$ cat src/logic/cpm_map.svh
`ifndef CPM_MAP_SVH
`define CPM_MAP_SVH

// Clock and timing figures in their own units.
`define CPM_CLK_HZ 25000000
`define CPM_INTERNAL_GATE_SUPPLY_DLY_MS 220
`define CPM_QUAL_RETRY_S 2
`define CPM_INT_PULSE_US 256
`define CPM_WDT_BASE_S 40
`define CPM_SAFETY_H 10
`define CPM_BLINK_HALF_MS 500

// Register offsets.
`define CPM_REG_INLIM 4'h0
`define CPM_REG_VLIM 4'h1
`define CPM_REG_CHGCTL 4'h2
`define CPM_REG_FAST_CHARGE_CURRENT 4'h3
`define CPM_REG_WDCTL 4'h4
`define CPM_REG_STATUS 4'h5

// Reset values.
`define CPM_RST_IIN 5'h17
`define CPM_RST_VIN 13'h1194
`define CPM_RST_FAST_CHARGE_CURRENT 6'h22
`define CPM_RST_WD_PERIOD 2'h1

// Input current codes, 100 mA per step above 100 mA.
`define CPM_IIN_500MA 5'h04
`define CPM_IIN_2A4 5'h17
`define CPM_IIN_200MA 5'h01

// Source type codes.
`define CPM_SRC_USB 3'h1
`define CPM_SRC_ADAPTER 3'h3

// Tracking offsets in mV.
`define CPM_TRACK_1 13'h00c8
`define CPM_TRACK_2 13'h00fa
`define CPM_TRACK_3 13'h012c

// Charge phase codes and status pin off code.
`define CPM_PH_OFF 2'h0
`define CPM_PH_PRE 2'h1
`define CPM_PH_FAST 2'h2
`define CPM_PH_DONE 2'h3
`define CPM_STAT_FN_OFF 2'h3

// Synchronised input vector positions.
`define CPM_IN_VAC_PRESENT 0
`define CPM_IN_VAC_ABOVE_SLEEP 1
`define CPM_IN_VAC_BELOW_OV 2
`define CPM_IN_VBUS_ABOVE_MIN 3
`define CPM_IN_SYS_ABOVE_2V2 4
`define CPM_IN_BAT_ABOVE_SYSMIN 5
`define CPM_IN_BAT_ABOVE_LOW 6
`define CPM_IN_LIGHT_LOAD 7
`define CPM_IN_FAST_CHARGE_CURRENT_BELOW_TERM 8
`define CPM_IN_VBAT_ABOVE_RECHG 9
`define CPM_IN_IN_DPM 10
`define CPM_IN_IN_TREG 11
`define CPM_IN_CE_N 12
`define CPM_IN_PSEL 13

`endif

$ cat src/logic/cpm_ctrl_unused_guard.sv
`timescale 1ns/1ps
`default_nettype none
`default_nettype wire

$ cat src/logic/cpm_pkg.sv
`default_nettype none
package cpm_pkg;

  typedef enum logic [2:0] {PU_HIZ, PU_QUAL, PU_RETRY, PU_DET, PU_VLIM, PU_RUN} cpm_pu_e;
  typedef enum logic [1:0] {CH_OFF, CH_ACTIVE, CH_DONE, CH_FAULT} cpm_chg_e;

  typedef struct packed {
    logic [13:0] sync1;
    logic [13:0] sync2;
    cpm_pu_e pu;
    cpm_chg_e chg;
    logic [31:0] pu_cnt;
    logic [33:0] wd_cnt;
    logic [39:0] safety_cnt;
    logic [23:0] blink_cnt;
    logic blink;
    logic [12:0] int_cnt;
    logic [2:0] int_pend;
    logic host_mode;
    logic input_good;
    logic power_good;
    logic safety_fault;
    logic [2:0] src_type;
    logic [4:0] iin_reg;
    logic [1:0] track_sel;
    logic [12:0] vin_reg;
    logic chg_en;
    logic pulse_skip_disable;
    logic rechg_sel;
    logic [1:0] stat_fn;
    logic safety_en;
    logic [5:0] fast_charge_current;
    logic [1:0] wd_period;
    logic bsw_rst_en;
    logic bsw_dly;
    logic bsw_off;
    logic internal_gate_supply_en;
    logic high_impedance_state;
    logic badsrc_en;
    logic conv_en;
    logic batsw_on;
    logic pfm_en;
    logic [4:0] iin_eff;
    logic [12:0] vin_eff;
    logic int_n;
    logic stat_oe_n;
    logic [15:0] rdata;
  } cpm_state_s;

endpackage

`default_nettype wire

$ cat src/logic/cpm_ctrl.sv
// Summary of operation
// Power-on reset restores defaults, registers reachable
// Power-up runs supply, qualify, detect, vlimit, converter
// Gate supply needs input, margin, 220 ms
// Qualification pass sets input good, interrupts
// Failed qualification retries every 2 seconds
// Detection done: interrupt, limit, power good, type
// Select high 500 mA/001, low 2.4 A/011
// Default mode tracks pin; host forces detection
// Voltage limit is max of register, tracked battery
// Below 2.2 V rail, limit at most 200 mA
// Battery switch off when charging disabled while the converter runs
// Pulse skipping at light load unless disabled
// Timeout flag high in default mode only
// Start in default mode with defaults
// Default mode: 10-hour safety limit stops charging
// Kick enters host mode; period 00 disables
// Expiry resets registers except the input and voltage limits and the battery switch bits
// Charge starts only when all enables agree
// Terminate on low current, high voltage, no regulation
// Recharge below threshold or on enable toggle
// Status pin low charging, high idle, blinking fault
// Phase field 00/01/10/11; done interrupts
// Each event is one 256 us alert pulse
`timescale 1ns/1ps
`default_nettype none
`include "cpm_map.svh"

module cpm_ctrl
  import cpm_pkg::*;
#(
  parameter int unsigned INTERNAL_GATE_SUPPLY_DLY_CYC = `CPM_INTERNAL_GATE_SUPPLY_DLY_MS * (`CPM_CLK_HZ / 1000),
  parameter int unsigned QUAL_RETRY_CYC = `CPM_QUAL_RETRY_S * `CPM_CLK_HZ,
  parameter int unsigned INT_PULSE_CYC = `CPM_INT_PULSE_US * (`CPM_CLK_HZ / 1000000),
  parameter int unsigned WDT_BASE_CYC = `CPM_WDT_BASE_S * `CPM_CLK_HZ,
  parameter longint unsigned SAFETY_CYC = 64'(`CPM_SAFETY_H) * 64'd3600 * 64'(`CPM_CLK_HZ),
  parameter int unsigned BLINK_HALF_CYC = `CPM_BLINK_HALF_MS * (`CPM_CLK_HZ / 1000)
) (
  // Clock and reset
  input wire logic clk,
  input wire logic nrst,
  // Register port
  input wire logic [3:0] reg_addr,
  input wire logic [15:0] reg_wdata,
  input wire logic reg_wr,
  input wire logic reg_rd,
  output logic [15:0] reg_rdata,
  // Analog comparator and pin inputs, asynchronous
  input wire logic vac_present,
  input wire logic vac_above_sleep,
  input wire logic vac_below_ov,
  input wire logic vbus_above_min,
  input wire logic sys_above_2v2,
  input wire logic bat_above_sysmin,
  input wire logic bat_above_low,
  input wire logic light_load,
  input wire logic fast_charge_current_below_term,
  input wire logic vbat_above_rechg,
  input wire logic in_dpm,
  input wire logic in_treg,
  input wire logic ce_n,
  input wire logic psel,
  // Battery voltage from the converter, same clock
  input wire logic [12:0] vbat_mv,
  // Power stage controls
  output logic internal_gate_supply_en,
  output logic high_impedance_state,
  output logic badsrc_en,
  output logic conv_en,
  output logic batsw_on,
  output logic pfm_en,
  output logic rechg_sel,
  output logic [4:0] iin_limit,
  output logic [12:0] vin_limit_mv,
  // Host alert and status pin
  output logic int_n,
  output logic stat_out,
  output logic stat_oe_n
);

  cpm_state_s s_ff;
  cpm_state_s nxt_s;

  logic [13:0] in_raw;
  logic [13:0] in_s;
  logic chg_allowed;
  logic wd_expire;
  logic [33:0] wd_limit;
  logic [12:0] track_mv;
  logic [12:0] vtrack;
  logic [2:0] events;
  logic [4:0] psel_iin;
  logic [2:0] psel_src;
  logic internal_gate_supply_ok;

  assign in_raw = {psel, ce_n, in_treg, in_dpm, vbat_above_rechg, fast_charge_current_below_term, light_load,
                   bat_above_low, bat_above_sysmin, sys_above_2v2, vbus_above_min, vac_below_ov,
                   vac_above_sleep, vac_present};
  assign in_s = s_ff.sync2;

  always_comb begin
    nxt_s = s_ff;
    events = 3'h0;
    nxt_s.sync1 = in_raw;
    nxt_s.sync2 = s_ff.sync1;

    psel_iin = in_s[`CPM_IN_PSEL] ? `CPM_IIN_500MA : `CPM_IIN_2A4;
    psel_src = in_s[`CPM_IN_PSEL] ? `CPM_SRC_USB : `CPM_SRC_ADAPTER;

    // Register writes.
    if (reg_wr) begin
      case (reg_addr)
        `CPM_REG_INLIM: begin
          nxt_s.iin_reg = reg_wdata[4:0];
          nxt_s.track_sel = reg_wdata[6:5];
        end
        `CPM_REG_VLIM: begin
          nxt_s.vin_reg = reg_wdata[12:0];
        end
        `CPM_REG_CHGCTL: begin
          nxt_s.chg_en = reg_wdata[0];
          nxt_s.pulse_skip_disable = reg_wdata[1];
          nxt_s.rechg_sel = reg_wdata[2];
          nxt_s.stat_fn = reg_wdata[4:3];
          nxt_s.safety_en = reg_wdata[6];
          if (reg_wdata[5]) begin
            nxt_s.iin_reg = psel_iin;
            nxt_s.src_type = psel_src;
          end
        end
        `CPM_REG_FAST_CHARGE_CURRENT: begin
          nxt_s.fast_charge_current = reg_wdata[5:0];
        end
        `CPM_REG_WDCTL: begin
          nxt_s.wd_period = reg_wdata[2:1];
          nxt_s.bsw_rst_en = reg_wdata[3];
          nxt_s.bsw_dly = reg_wdata[4];
          nxt_s.bsw_off = reg_wdata[5];
          if (reg_wdata[0]) begin
            nxt_s.host_mode = 1'b1;
            nxt_s.wd_cnt = 34'h0;
          end
        end
        default: begin
        end
      endcase
    end

    // In default mode the select pin drives the limit all the time.
    if (!s_ff.host_mode) begin
      nxt_s.iin_reg = psel_iin;
    end

    // Host watchdog; period code 00 stops it.
    wd_limit = 34'(WDT_BASE_CYC) << (s_ff.wd_period - 2'h1);
    wd_expire = 1'b0;
    if (s_ff.host_mode && s_ff.wd_period != 2'h0 && !(reg_wr && reg_addr == `CPM_REG_WDCTL && reg_wdata[0])) begin
      nxt_s.wd_cnt = s_ff.wd_cnt + 34'h1;
      if (s_ff.wd_cnt >= wd_limit - 34'h1) begin
        wd_expire = 1'b1;
      end
    end
    if (wd_expire) begin
      nxt_s.host_mode = 1'b0;
      nxt_s.wd_cnt = 34'h0;
      nxt_s.track_sel = 2'h0;
      nxt_s.chg_en = 1'b1;
      nxt_s.pulse_skip_disable = 1'b0;
      nxt_s.rechg_sel = 1'b0;
      nxt_s.stat_fn = 2'h0;
      nxt_s.safety_en = 1'b1;
      nxt_s.fast_charge_current = `CPM_RST_FAST_CHARGE_CURRENT;
      nxt_s.wd_period = `CPM_RST_WD_PERIOD;
    end

    // Power-up sequence from the input source.
    internal_gate_supply_ok = in_s[`CPM_IN_VAC_PRESENT] && in_s[`CPM_IN_VAC_ABOVE_SLEEP];
    nxt_s.badsrc_en = 1'b0;
    case (s_ff.pu)
      PU_HIZ: begin
        if (internal_gate_supply_ok) begin
          nxt_s.pu_cnt = s_ff.pu_cnt + 32'h1;
          if (s_ff.pu_cnt >= INTERNAL_GATE_SUPPLY_DLY_CYC - 1) begin
            nxt_s.pu_cnt = 32'h0;
            nxt_s.pu = PU_QUAL;
            nxt_s.badsrc_en = 1'b1;
          end
        end else begin
          nxt_s.pu_cnt = 32'h0;
        end
      end
      PU_QUAL: begin
        if (in_s[`CPM_IN_VAC_BELOW_OV] && in_s[`CPM_IN_VBUS_ABOVE_MIN]) begin
          nxt_s.input_good = 1'b1;
          events[0] = 1'b1;
          nxt_s.pu = PU_DET;
        end else begin
          nxt_s.pu = PU_RETRY;
        end
      end
      PU_RETRY: begin
        nxt_s.pu_cnt = s_ff.pu_cnt + 32'h1;
        if (s_ff.pu_cnt >= QUAL_RETRY_CYC - 1) begin
          nxt_s.pu_cnt = 32'h0;
          nxt_s.pu = PU_QUAL;
          nxt_s.badsrc_en = 1'b1;
        end
      end
      PU_DET: begin
        nxt_s.iin_reg = psel_iin;
        nxt_s.src_type = psel_src;
        nxt_s.power_good = 1'b1;
        events[1] = 1'b1;
        nxt_s.pu = PU_VLIM;
      end
      PU_VLIM: begin
        nxt_s.pu = PU_RUN;
      end
      PU_RUN: begin
      end
      default: begin
        nxt_s.pu = PU_HIZ;
      end
    endcase
    if (!internal_gate_supply_ok) begin
      nxt_s.pu = PU_HIZ;
      nxt_s.input_good = 1'b0;
      nxt_s.power_good = 1'b0;
      nxt_s.src_type = 3'h0;
      nxt_s.badsrc_en = 1'b0;
      if (s_ff.pu != PU_HIZ) begin
        nxt_s.pu_cnt = 32'h0;
      end
    end
    nxt_s.internal_gate_supply_en = (nxt_s.pu != PU_HIZ);
    nxt_s.high_impedance_state = (nxt_s.pu == PU_HIZ);
    nxt_s.conv_en = (nxt_s.pu == PU_RUN);

    // Charge cycle control.
    chg_allowed = (s_ff.pu == PU_RUN) && s_ff.chg_en && (s_ff.fast_charge_current != 6'h0)
                  && !in_s[`CPM_IN_CE_N] && !s_ff.bsw_off;
    case (s_ff.chg)
      CH_OFF: begin
        nxt_s.safety_cnt = 40'h0;
        nxt_s.safety_fault = 1'b0;
        if (chg_allowed) begin
          nxt_s.chg = CH_ACTIVE;
        end
      end
      CH_ACTIVE: begin
        if (s_ff.safety_en) begin
          nxt_s.safety_cnt = s_ff.safety_cnt + 40'h1;
        end
        if (!chg_allowed) begin
          nxt_s.chg = CH_OFF;
        end else if (s_ff.safety_en && s_ff.safety_cnt >= 40'(SAFETY_CYC - 64'd1)) begin
          nxt_s.safety_fault = 1'b1;
          nxt_s.chg = CH_FAULT;
        end else if (in_s[`CPM_IN_FAST_CHARGE_CURRENT_BELOW_TERM] && in_s[`CPM_IN_VBAT_ABOVE_RECHG]
                     && !in_s[`CPM_IN_IN_DPM] && !in_s[`CPM_IN_IN_TREG]) begin
          nxt_s.chg = CH_DONE;
          events[2] = 1'b1;
        end
      end
      CH_DONE: begin
        if (!chg_allowed) begin
          nxt_s.chg = CH_OFF;
        end else if (!in_s[`CPM_IN_VBAT_ABOVE_RECHG]) begin
          nxt_s.safety_cnt = 40'h0;
          nxt_s.chg = CH_ACTIVE;
        end
      end
      CH_FAULT: begin
        if (!chg_allowed) begin
          nxt_s.chg = CH_OFF;
        end
      end
      default: begin
        nxt_s.chg = CH_OFF;
      end
    endcase

    // Power stage steering.
    nxt_s.batsw_on = !((nxt_s.pu == PU_RUN) && (!s_ff.chg_en || in_s[`CPM_IN_CE_N])) && !s_ff.bsw_off;
    nxt_s.pfm_en = (nxt_s.pu == PU_RUN) && !s_ff.pulse_skip_disable
                   && (in_s[`CPM_IN_LIGHT_LOAD] || !in_s[`CPM_IN_BAT_ABOVE_SYSMIN] || !chg_allowed);
    if (!in_s[`CPM_IN_SYS_ABOVE_2V2] && s_ff.iin_reg > `CPM_IIN_200MA) begin
      nxt_s.iin_eff = `CPM_IIN_200MA;
    end else begin
      nxt_s.iin_eff = s_ff.iin_reg;
    end
    case (s_ff.track_sel)
      2'h1: track_mv = `CPM_TRACK_1;
      2'h2: track_mv = `CPM_TRACK_2;
      2'h3: track_mv = `CPM_TRACK_3;
      default: track_mv = 13'h0;
    endcase
    vtrack = vbat_mv + track_mv;
    if (s_ff.track_sel != 2'h0 && vtrack > s_ff.vin_reg) begin
      nxt_s.vin_eff = vtrack;
    end else begin
      nxt_s.vin_eff = s_ff.vin_reg;
    end

    // Status pin, released when idle, done or switched off.
    nxt_s.blink_cnt = s_ff.blink_cnt + 24'h1;
    if (s_ff.blink_cnt >= 24'(BLINK_HALF_CYC - 1)) begin
      nxt_s.blink_cnt = 24'h0;
      nxt_s.blink = !s_ff.blink;
    end
    if (s_ff.stat_fn == `CPM_STAT_FN_OFF) begin
      nxt_s.stat_oe_n = 1'b1;
    end else if (nxt_s.chg == CH_ACTIVE) begin
      nxt_s.stat_oe_n = 1'b0;
    end else if (nxt_s.chg == CH_FAULT) begin
      nxt_s.stat_oe_n = nxt_s.blink;
    end else begin
      nxt_s.stat_oe_n = 1'b1;
    end

    // Alert pulses; events that arrive during a pulse wait their turn.
    nxt_s.int_pend = s_ff.int_pend + {2'h0, events[0]} + {2'h0, events[1]} + {2'h0, events[2]};
    if (!s_ff.int_n) begin
      nxt_s.int_cnt = s_ff.int_cnt + 13'h1;
      if (s_ff.int_cnt >= 13'(INT_PULSE_CYC - 1)) begin
        nxt_s.int_n = 1'b1;
        nxt_s.int_cnt = 13'h0;
      end
    end else if (s_ff.int_pend != 3'h0) begin
      nxt_s.int_n = 1'b0;
      nxt_s.int_pend = s_ff.int_pend - 3'h1 + {2'h0, events[0]} + {2'h0, events[1]} + {2'h0, events[2]};
    end

    // Read data appear in the cycle after the strobe only.
    nxt_s.rdata = 16'h0;
    if (reg_rd) begin
      case (reg_addr)
        `CPM_REG_INLIM: nxt_s.rdata = {9'h0, s_ff.track_sel, s_ff.iin_reg};
        `CPM_REG_VLIM: nxt_s.rdata = {3'h0, s_ff.vin_reg};
        `CPM_REG_CHGCTL: nxt_s.rdata = {9'h0, s_ff.safety_en, 1'b0, s_ff.stat_fn, s_ff.rechg_sel,
                                        s_ff.pulse_skip_disable, s_ff.chg_en};
        `CPM_REG_FAST_CHARGE_CURRENT: nxt_s.rdata = {10'h0, s_ff.fast_charge_current};
        `CPM_REG_WDCTL: nxt_s.rdata = {10'h0, s_ff.bsw_off, s_ff.bsw_dly, s_ff.bsw_rst_en,
                                       s_ff.wd_period, 1'b0};
        `CPM_REG_STATUS: begin
          nxt_s.rdata[0] = s_ff.input_good;
          nxt_s.rdata[1] = s_ff.power_good;
          nxt_s.rdata[4:2] = s_ff.src_type;
          case (s_ff.chg)
            CH_ACTIVE: nxt_s.rdata[6:5] = in_s[`CPM_IN_BAT_ABOVE_LOW] ? `CPM_PH_FAST : `CPM_PH_PRE;
            CH_DONE: nxt_s.rdata[6:5] = `CPM_PH_DONE;
            default: nxt_s.rdata[6:5] = `CPM_PH_OFF;
          endcase
          nxt_s.rdata[7] = !s_ff.host_mode;
          nxt_s.rdata[8] = s_ff.safety_fault;
          nxt_s.rdata[9] = s_ff.high_impedance_state;
        end
        default: nxt_s.rdata = 16'h0;
      endcase
    end
  end

  always_ff @(posedge clk or negedge nrst) begin
    if (!nrst) begin
      s_ff <= '0;
      s_ff.pu <= PU_HIZ;
      s_ff.chg <= CH_OFF;
      s_ff.iin_reg <= `CPM_RST_IIN;
      s_ff.vin_reg <= `CPM_RST_VIN;
      s_ff.chg_en <= 1'b1;
      s_ff.safety_en <= 1'b1;
      s_ff.fast_charge_current <= `CPM_RST_FAST_CHARGE_CURRENT;
      s_ff.wd_period <= `CPM_RST_WD_PERIOD;
      s_ff.bsw_rst_en <= 1'b1;
      s_ff.high_impedance_state <= 1'b1;
      s_ff.batsw_on <= 1'b1;
      s_ff.iin_eff <= `CPM_IIN_200MA;
      s_ff.vin_eff <= `CPM_RST_VIN;
      s_ff.int_n <= 1'b1;
      s_ff.stat_oe_n <= 1'b1;
    end else begin
      s_ff <= nxt_s;
    end
  end

  assign reg_rdata = s_ff.rdata;
  assign internal_gate_supply_en = s_ff.internal_gate_supply_en;
  assign high_impedance_state = s_ff.high_impedance_state;
  assign badsrc_en = s_ff.badsrc_en;
  assign conv_en = s_ff.conv_en;
  assign batsw_on = s_ff.batsw_on;
  assign pfm_en = s_ff.pfm_en;
  assign rechg_sel = s_ff.rechg_sel;
  assign iin_limit = s_ff.iin_eff;
  assign vin_limit_mv = s_ff.vin_eff;
  assign int_n = s_ff.int_n;
  assign stat_oe_n = s_ff.stat_oe_n;
  assign stat_out = 1'b0;

endmodule

`default_nettype wire

$ cat config.mk
export PLATFORM = sky130hd
export DESIGN_NAME = cpm_ctrl
export DESIGN_NICKNAME = d
export VERILOG_FILES = /design/src/logic/cpm_ctrl_unused_guard.sv /design/src/logic/cpm_pkg.sv /design/src/logic/cpm_ctrl.sv
export VERILOG_INCLUDE_DIRS = /design/src /design/src/logic
export SDC_FILE = /design/constraint.sdc
export NUM_CORES = 1
export LEC_CHECK = 0
export BUFFER_PORTS_ARGS = -buffer_cell sky130_fd_sc_hd__buf_2
export CELL_PAD_IN_SITES_DETAIL_PLACEMENT = 1
export CELL_PAD_IN_SITES_GLOBAL_PLACEMENT = 1
export CORE_MARGIN = 2
export CORE_UTILIZATION = 50
export CTS_CLUSTER_DIAMETER = 50
export CTS_CLUSTER_SIZE = 40
export DETAILED_ROUTE_END_ITERATION = 8
export PLACE_DENSITY_LB_ADDON = 0.1
export SETUP_SLACK_MARGIN = 0.2
export SYNTH_ARGS = -nofsm -noshare
export SYNTH_HDL_FRONTEND = slang
export SYNTH_SLANG_ARGS = --single-unit
export TNS_END_PERCENT = 10
$ cat constraint.sdc
create_clock -name clk -period 11.3 [get_ports clk]
set_input_delay 1.13 -clock clk [delete_from_list [all_inputs] [get_ports clk]]
set_output_delay 1.13 -clock clk [all_outputs]
set_load 0.01 [all_outputs]
==> metrics.txt <==
status complete, no violations; Max Clock Skew 0.0167 ns; Final Hold Viols 0; Fmax 214 MHz; Mapped Cells 1452; post-synthesis mux area share 0.0418; Final TNS setup 0 ns; Synth Warn # 0; hold-fix buffers at CTS 0; Final Cycle Share 0.413; leakage power 7.14 nW; post-synthesis compound-gate area fraction 0.115; pin count of the biggest net entering global routing about 150; Worst EP arrival 5.04 ns; flops & latches, synth 262; # rows just over 60; element type at the critical path end register; Worst setup SP type register; fin nets 1634; sequential area share after synthesis 0.467; clk_lat worst skew 0.52 ns; Crit Path Class register to register; reg2reg setup slack 6.64 ns; mapped cell area 14100 µm²; area growth from synthesis to layout 12.7%; area share of the largest cell type after synthesis 0.420; Worst path slowest cell a211oi_2; Post-CTS Setup Bufs 0; number of fill cells 3137; Post-Synth Adder-Cell Area 0.0682; largest family of logic cells by synthesized area simple AND/OR/NAND/NOR gates; wire per inst 18.4 µm; Peak supply drop roughly 0.14 mV; max-cap viol count 0; grt total ovfl 0; Main synth FF type dfrtp_1; HPWL after DPL 24.2 mm; DR iter-0 viols between 400 and 500; RSZ-0062 raised after global routing no; cell area power density 168 nW/µm²; Slew HR 0.192; die extent in x 172 µm; Antenna Nets Post-Route 0; syn avg cell area just under 10 µm²; crit-path max FO 13; DRT Pass-1 Iters 5; Final Critical Period roughly 4.7 ns; Ports 95; synth top area cells dfrtp_1, ha_1, dfstp_2; hold slack about 0.34 ns; CTS buffer count 35; CTS clock-pin slew for the worst setup and hold paths 0.07 ns; CP Cell Sequence inv_1 -> ha_1 -> ha_1 -> fa_1 -> a21oi_1 -> nor2b_1 -> o31ai_1 -> nand2b_1 -> xor2_1 -> ha_1 -> and4_1 -> nand2_1 -> a21oi_1 -> o2111ai_1 -> a211oi_2 -> mux2_2; end of the worst register-to-register path vin_limit_mv[9]; maximum clock insertion buffer count 3; via count approximately 11000; DRC viols 0; commonest cells in the synthesized netlist dfrtp_1, nor2_1, nand2_1; Post-synth EDFFs 0; Initial Util 0.508; Netlist cell types 78; Core ar. approximately 28000 µm²; XOR/XNOR share of the synthesized area 0.0472; Die Y 172 µm; die area 29600 µm²; hold endpoint in_s[9]; Hold Path Origin nxt_s[247]; Total Routing Usage GR 0.246; reg2reg start s_ff[72]; share of cells above drive strength 1 0.158; Detailed Route WL 35.3 mm; Avg Vias per Cell 5.74; worst hold stages 0; htree depth 2; cts repair resizes 0; Hold WC Path Type register to register; first-pass GRT wire length roughly 59 mm; initial antenna violation count 2; cell mode on critical path ha_1; CTS sink cnt 262; fraction of registers with async set/reset 1.00; routability cong. between 0.7 and 0.8; cell with the most instances after synthesis dfrtp_1; Final setup viols 0; pins over their slew limit 0; clk root buf clkbuf_16; TritonCTS clock tree built; Post-Synth Simple-Gate Area 0.212; port buffer count 87; worst path required time approximately 12 ns; largest area contributor in the synthesized netlist dfrtp_1; crit-path max cell delay 0.95 ns; FF-to-FF path depth 16; Slew @ Worst Pin between 1 and 1.5 ns; vias in the first global route between 10000 and 15000
-- worst max-delay path, delay by kind of cell, from the launching register on --
kind,cells,cell delay (ns)
and+or+nand+nor,4,0.50
muxes,1,0.44
AOI/OAI and AO/OA,5,1.69
DFF,1,0.42
buffers and inverters,1,0.09
adders and majority gates,4,1.21
xor gates and xnor gates,1,0.17
-- cells in the final DEF (no fill, tap or decap), types with 6 or more instances in the layout --
| cell | instances |
|---|---|
| nor2b_1 | 17 |
| and3_1 | 31 |
| clkbuf_16 | 37 |
| nor4_1 | 16 |
| mux2_2 | 29 |
| a31oi_1 | 26 |
| nor3_1 | 28 |
| o21a_1 | 6 |
| nand3_1 | 63 |
| buf_2 | 86 |
| or3_1 | 10 |
| nand2b_1 | 20 |
| inv_1 | 61 |
| a21oi_1 | 72 |
| a211oi_1 | 7 |
| nand4_1 | 37 |
| dfrtp_1 | 237 |
| xor2_1 | 47 |
| inv_6 | 7 |
| or2_2 | 6 |
| nand2_1 | 131 |
| o31ai_1 | 11 |
| nor3_2 | 7 |
| mux2i_1 | 23 |
| o21ai_0 | 56 |
| dfstp_2 | 25 |
| nor2_1 | 174 |
| and2_1 | 18 |
| ha_1 | 69 |
| a22oi_1 | 7 |
| and4_1 | 10 |
| a21o_1 | 8 |
| xnor2_1 | 29 |
| a22o_1 | 7 |
-- worst max path at each step --
stage,start,end,slack (ns),cells past startpoint
after floorplan,vbat_mv[1],vin_limit_mv[10],6.98,15
after global placement,vbat_mv[1],vin_limit_mv[11],6.34,15
after detailed placement,vbat_mv[1],vin_limit_mv[10],6.24,15
after CTS,s_ff[72],vin_limit_mv[9],6.64,16
after global routing,s_ff[72],vin_limit_mv[10],6.29,16
final,s_ff[72],vin_limit_mv[9],6.64,16
-- routing by layer --
layer	vias to the layer above	GRT usage	share of wire	wire length, µm
li1	5230	-	-	-
met1	5511	0.321	0.45	15800
met2	170	0.426	0.49	17400
met3	66	0.0359	0.034	1190
met4	2	0.0720	0.025	867
met5	-	0	0.00034	12
-- metrics by stage --
step / cells / cell area (µm²) / utilization / worst slack (ns) / power [W]
after floorplan: 1455 / 14100 / - / 6.98 / 0.00139
after global placement: 1850 / 14700 / 0.528 / 6.34 / 0.00149
after detailed placement: 1850 / 14700 / 0.528 / 6.24 / 0.00152
after CTS: 1913 / 15900 / 0.572 / 6.64 / 0.00270
after global routing: 1913 / 15900 / 0.572 / 6.29 / 0.00279
final: 1914 / 15900 / 0.573 / 6.64 / 0.00267
-- final cells by class --
type / instances / area, µm² / share of cell area
Timing Repair Buffer: 92 / 495 / 0.0312
Clock inverter: 25 / 303 / 0.0190
Inverter: 61 / 229 / 0.0144
Multi-Input combinational cell: 1057 / 6880 / 0.432
Antenna cell: 1 / 2.50 / 0.000157
Sequential cell: 262 / 6590 / 0.414
Tap cell: 378 / 473 / 0.0297
Clock buffer: 38 / 940 / 0.0591
-- state kept, by name, indices dropped and copies added, names as in the netlist --
name and flops:
batsw_on 1, nxt_s 14, stat_oe_n 1, high_impedance_state 1, vin_limit_mv 13, internal_gate_supply_en 1
int_n 1, reg_rdata 13, iin_limit 5, s_ff 194, badsrc_en 1, pfm_en 1
conv_en 1, in_s 14, rechg_sel 1
-- cells by family (layout without fill, tap and decap cells) --
family	Yosys count	count (layout)
AND/OR/NAND/NOR	595	595
AO/OA/AOI/OAI	253	253
flip-flops	262	262
adder cells (fa/ha/maj)	74	74
other	2	6
XOR/XNOR	76	76
multiplexers	54	54
buffers and inverters	136	216
-- power by group --
group | switching, W | total [W] | internal (W)
Combinational | 0.000252 | 0.000428 | 0.000176
Sequential | 0.0000578 | 0.00108 | 0.00102
Clock | 0.000471 | 0.00116 | 0.000694
No activity file was read; power rests on OpenSTA's default activity.
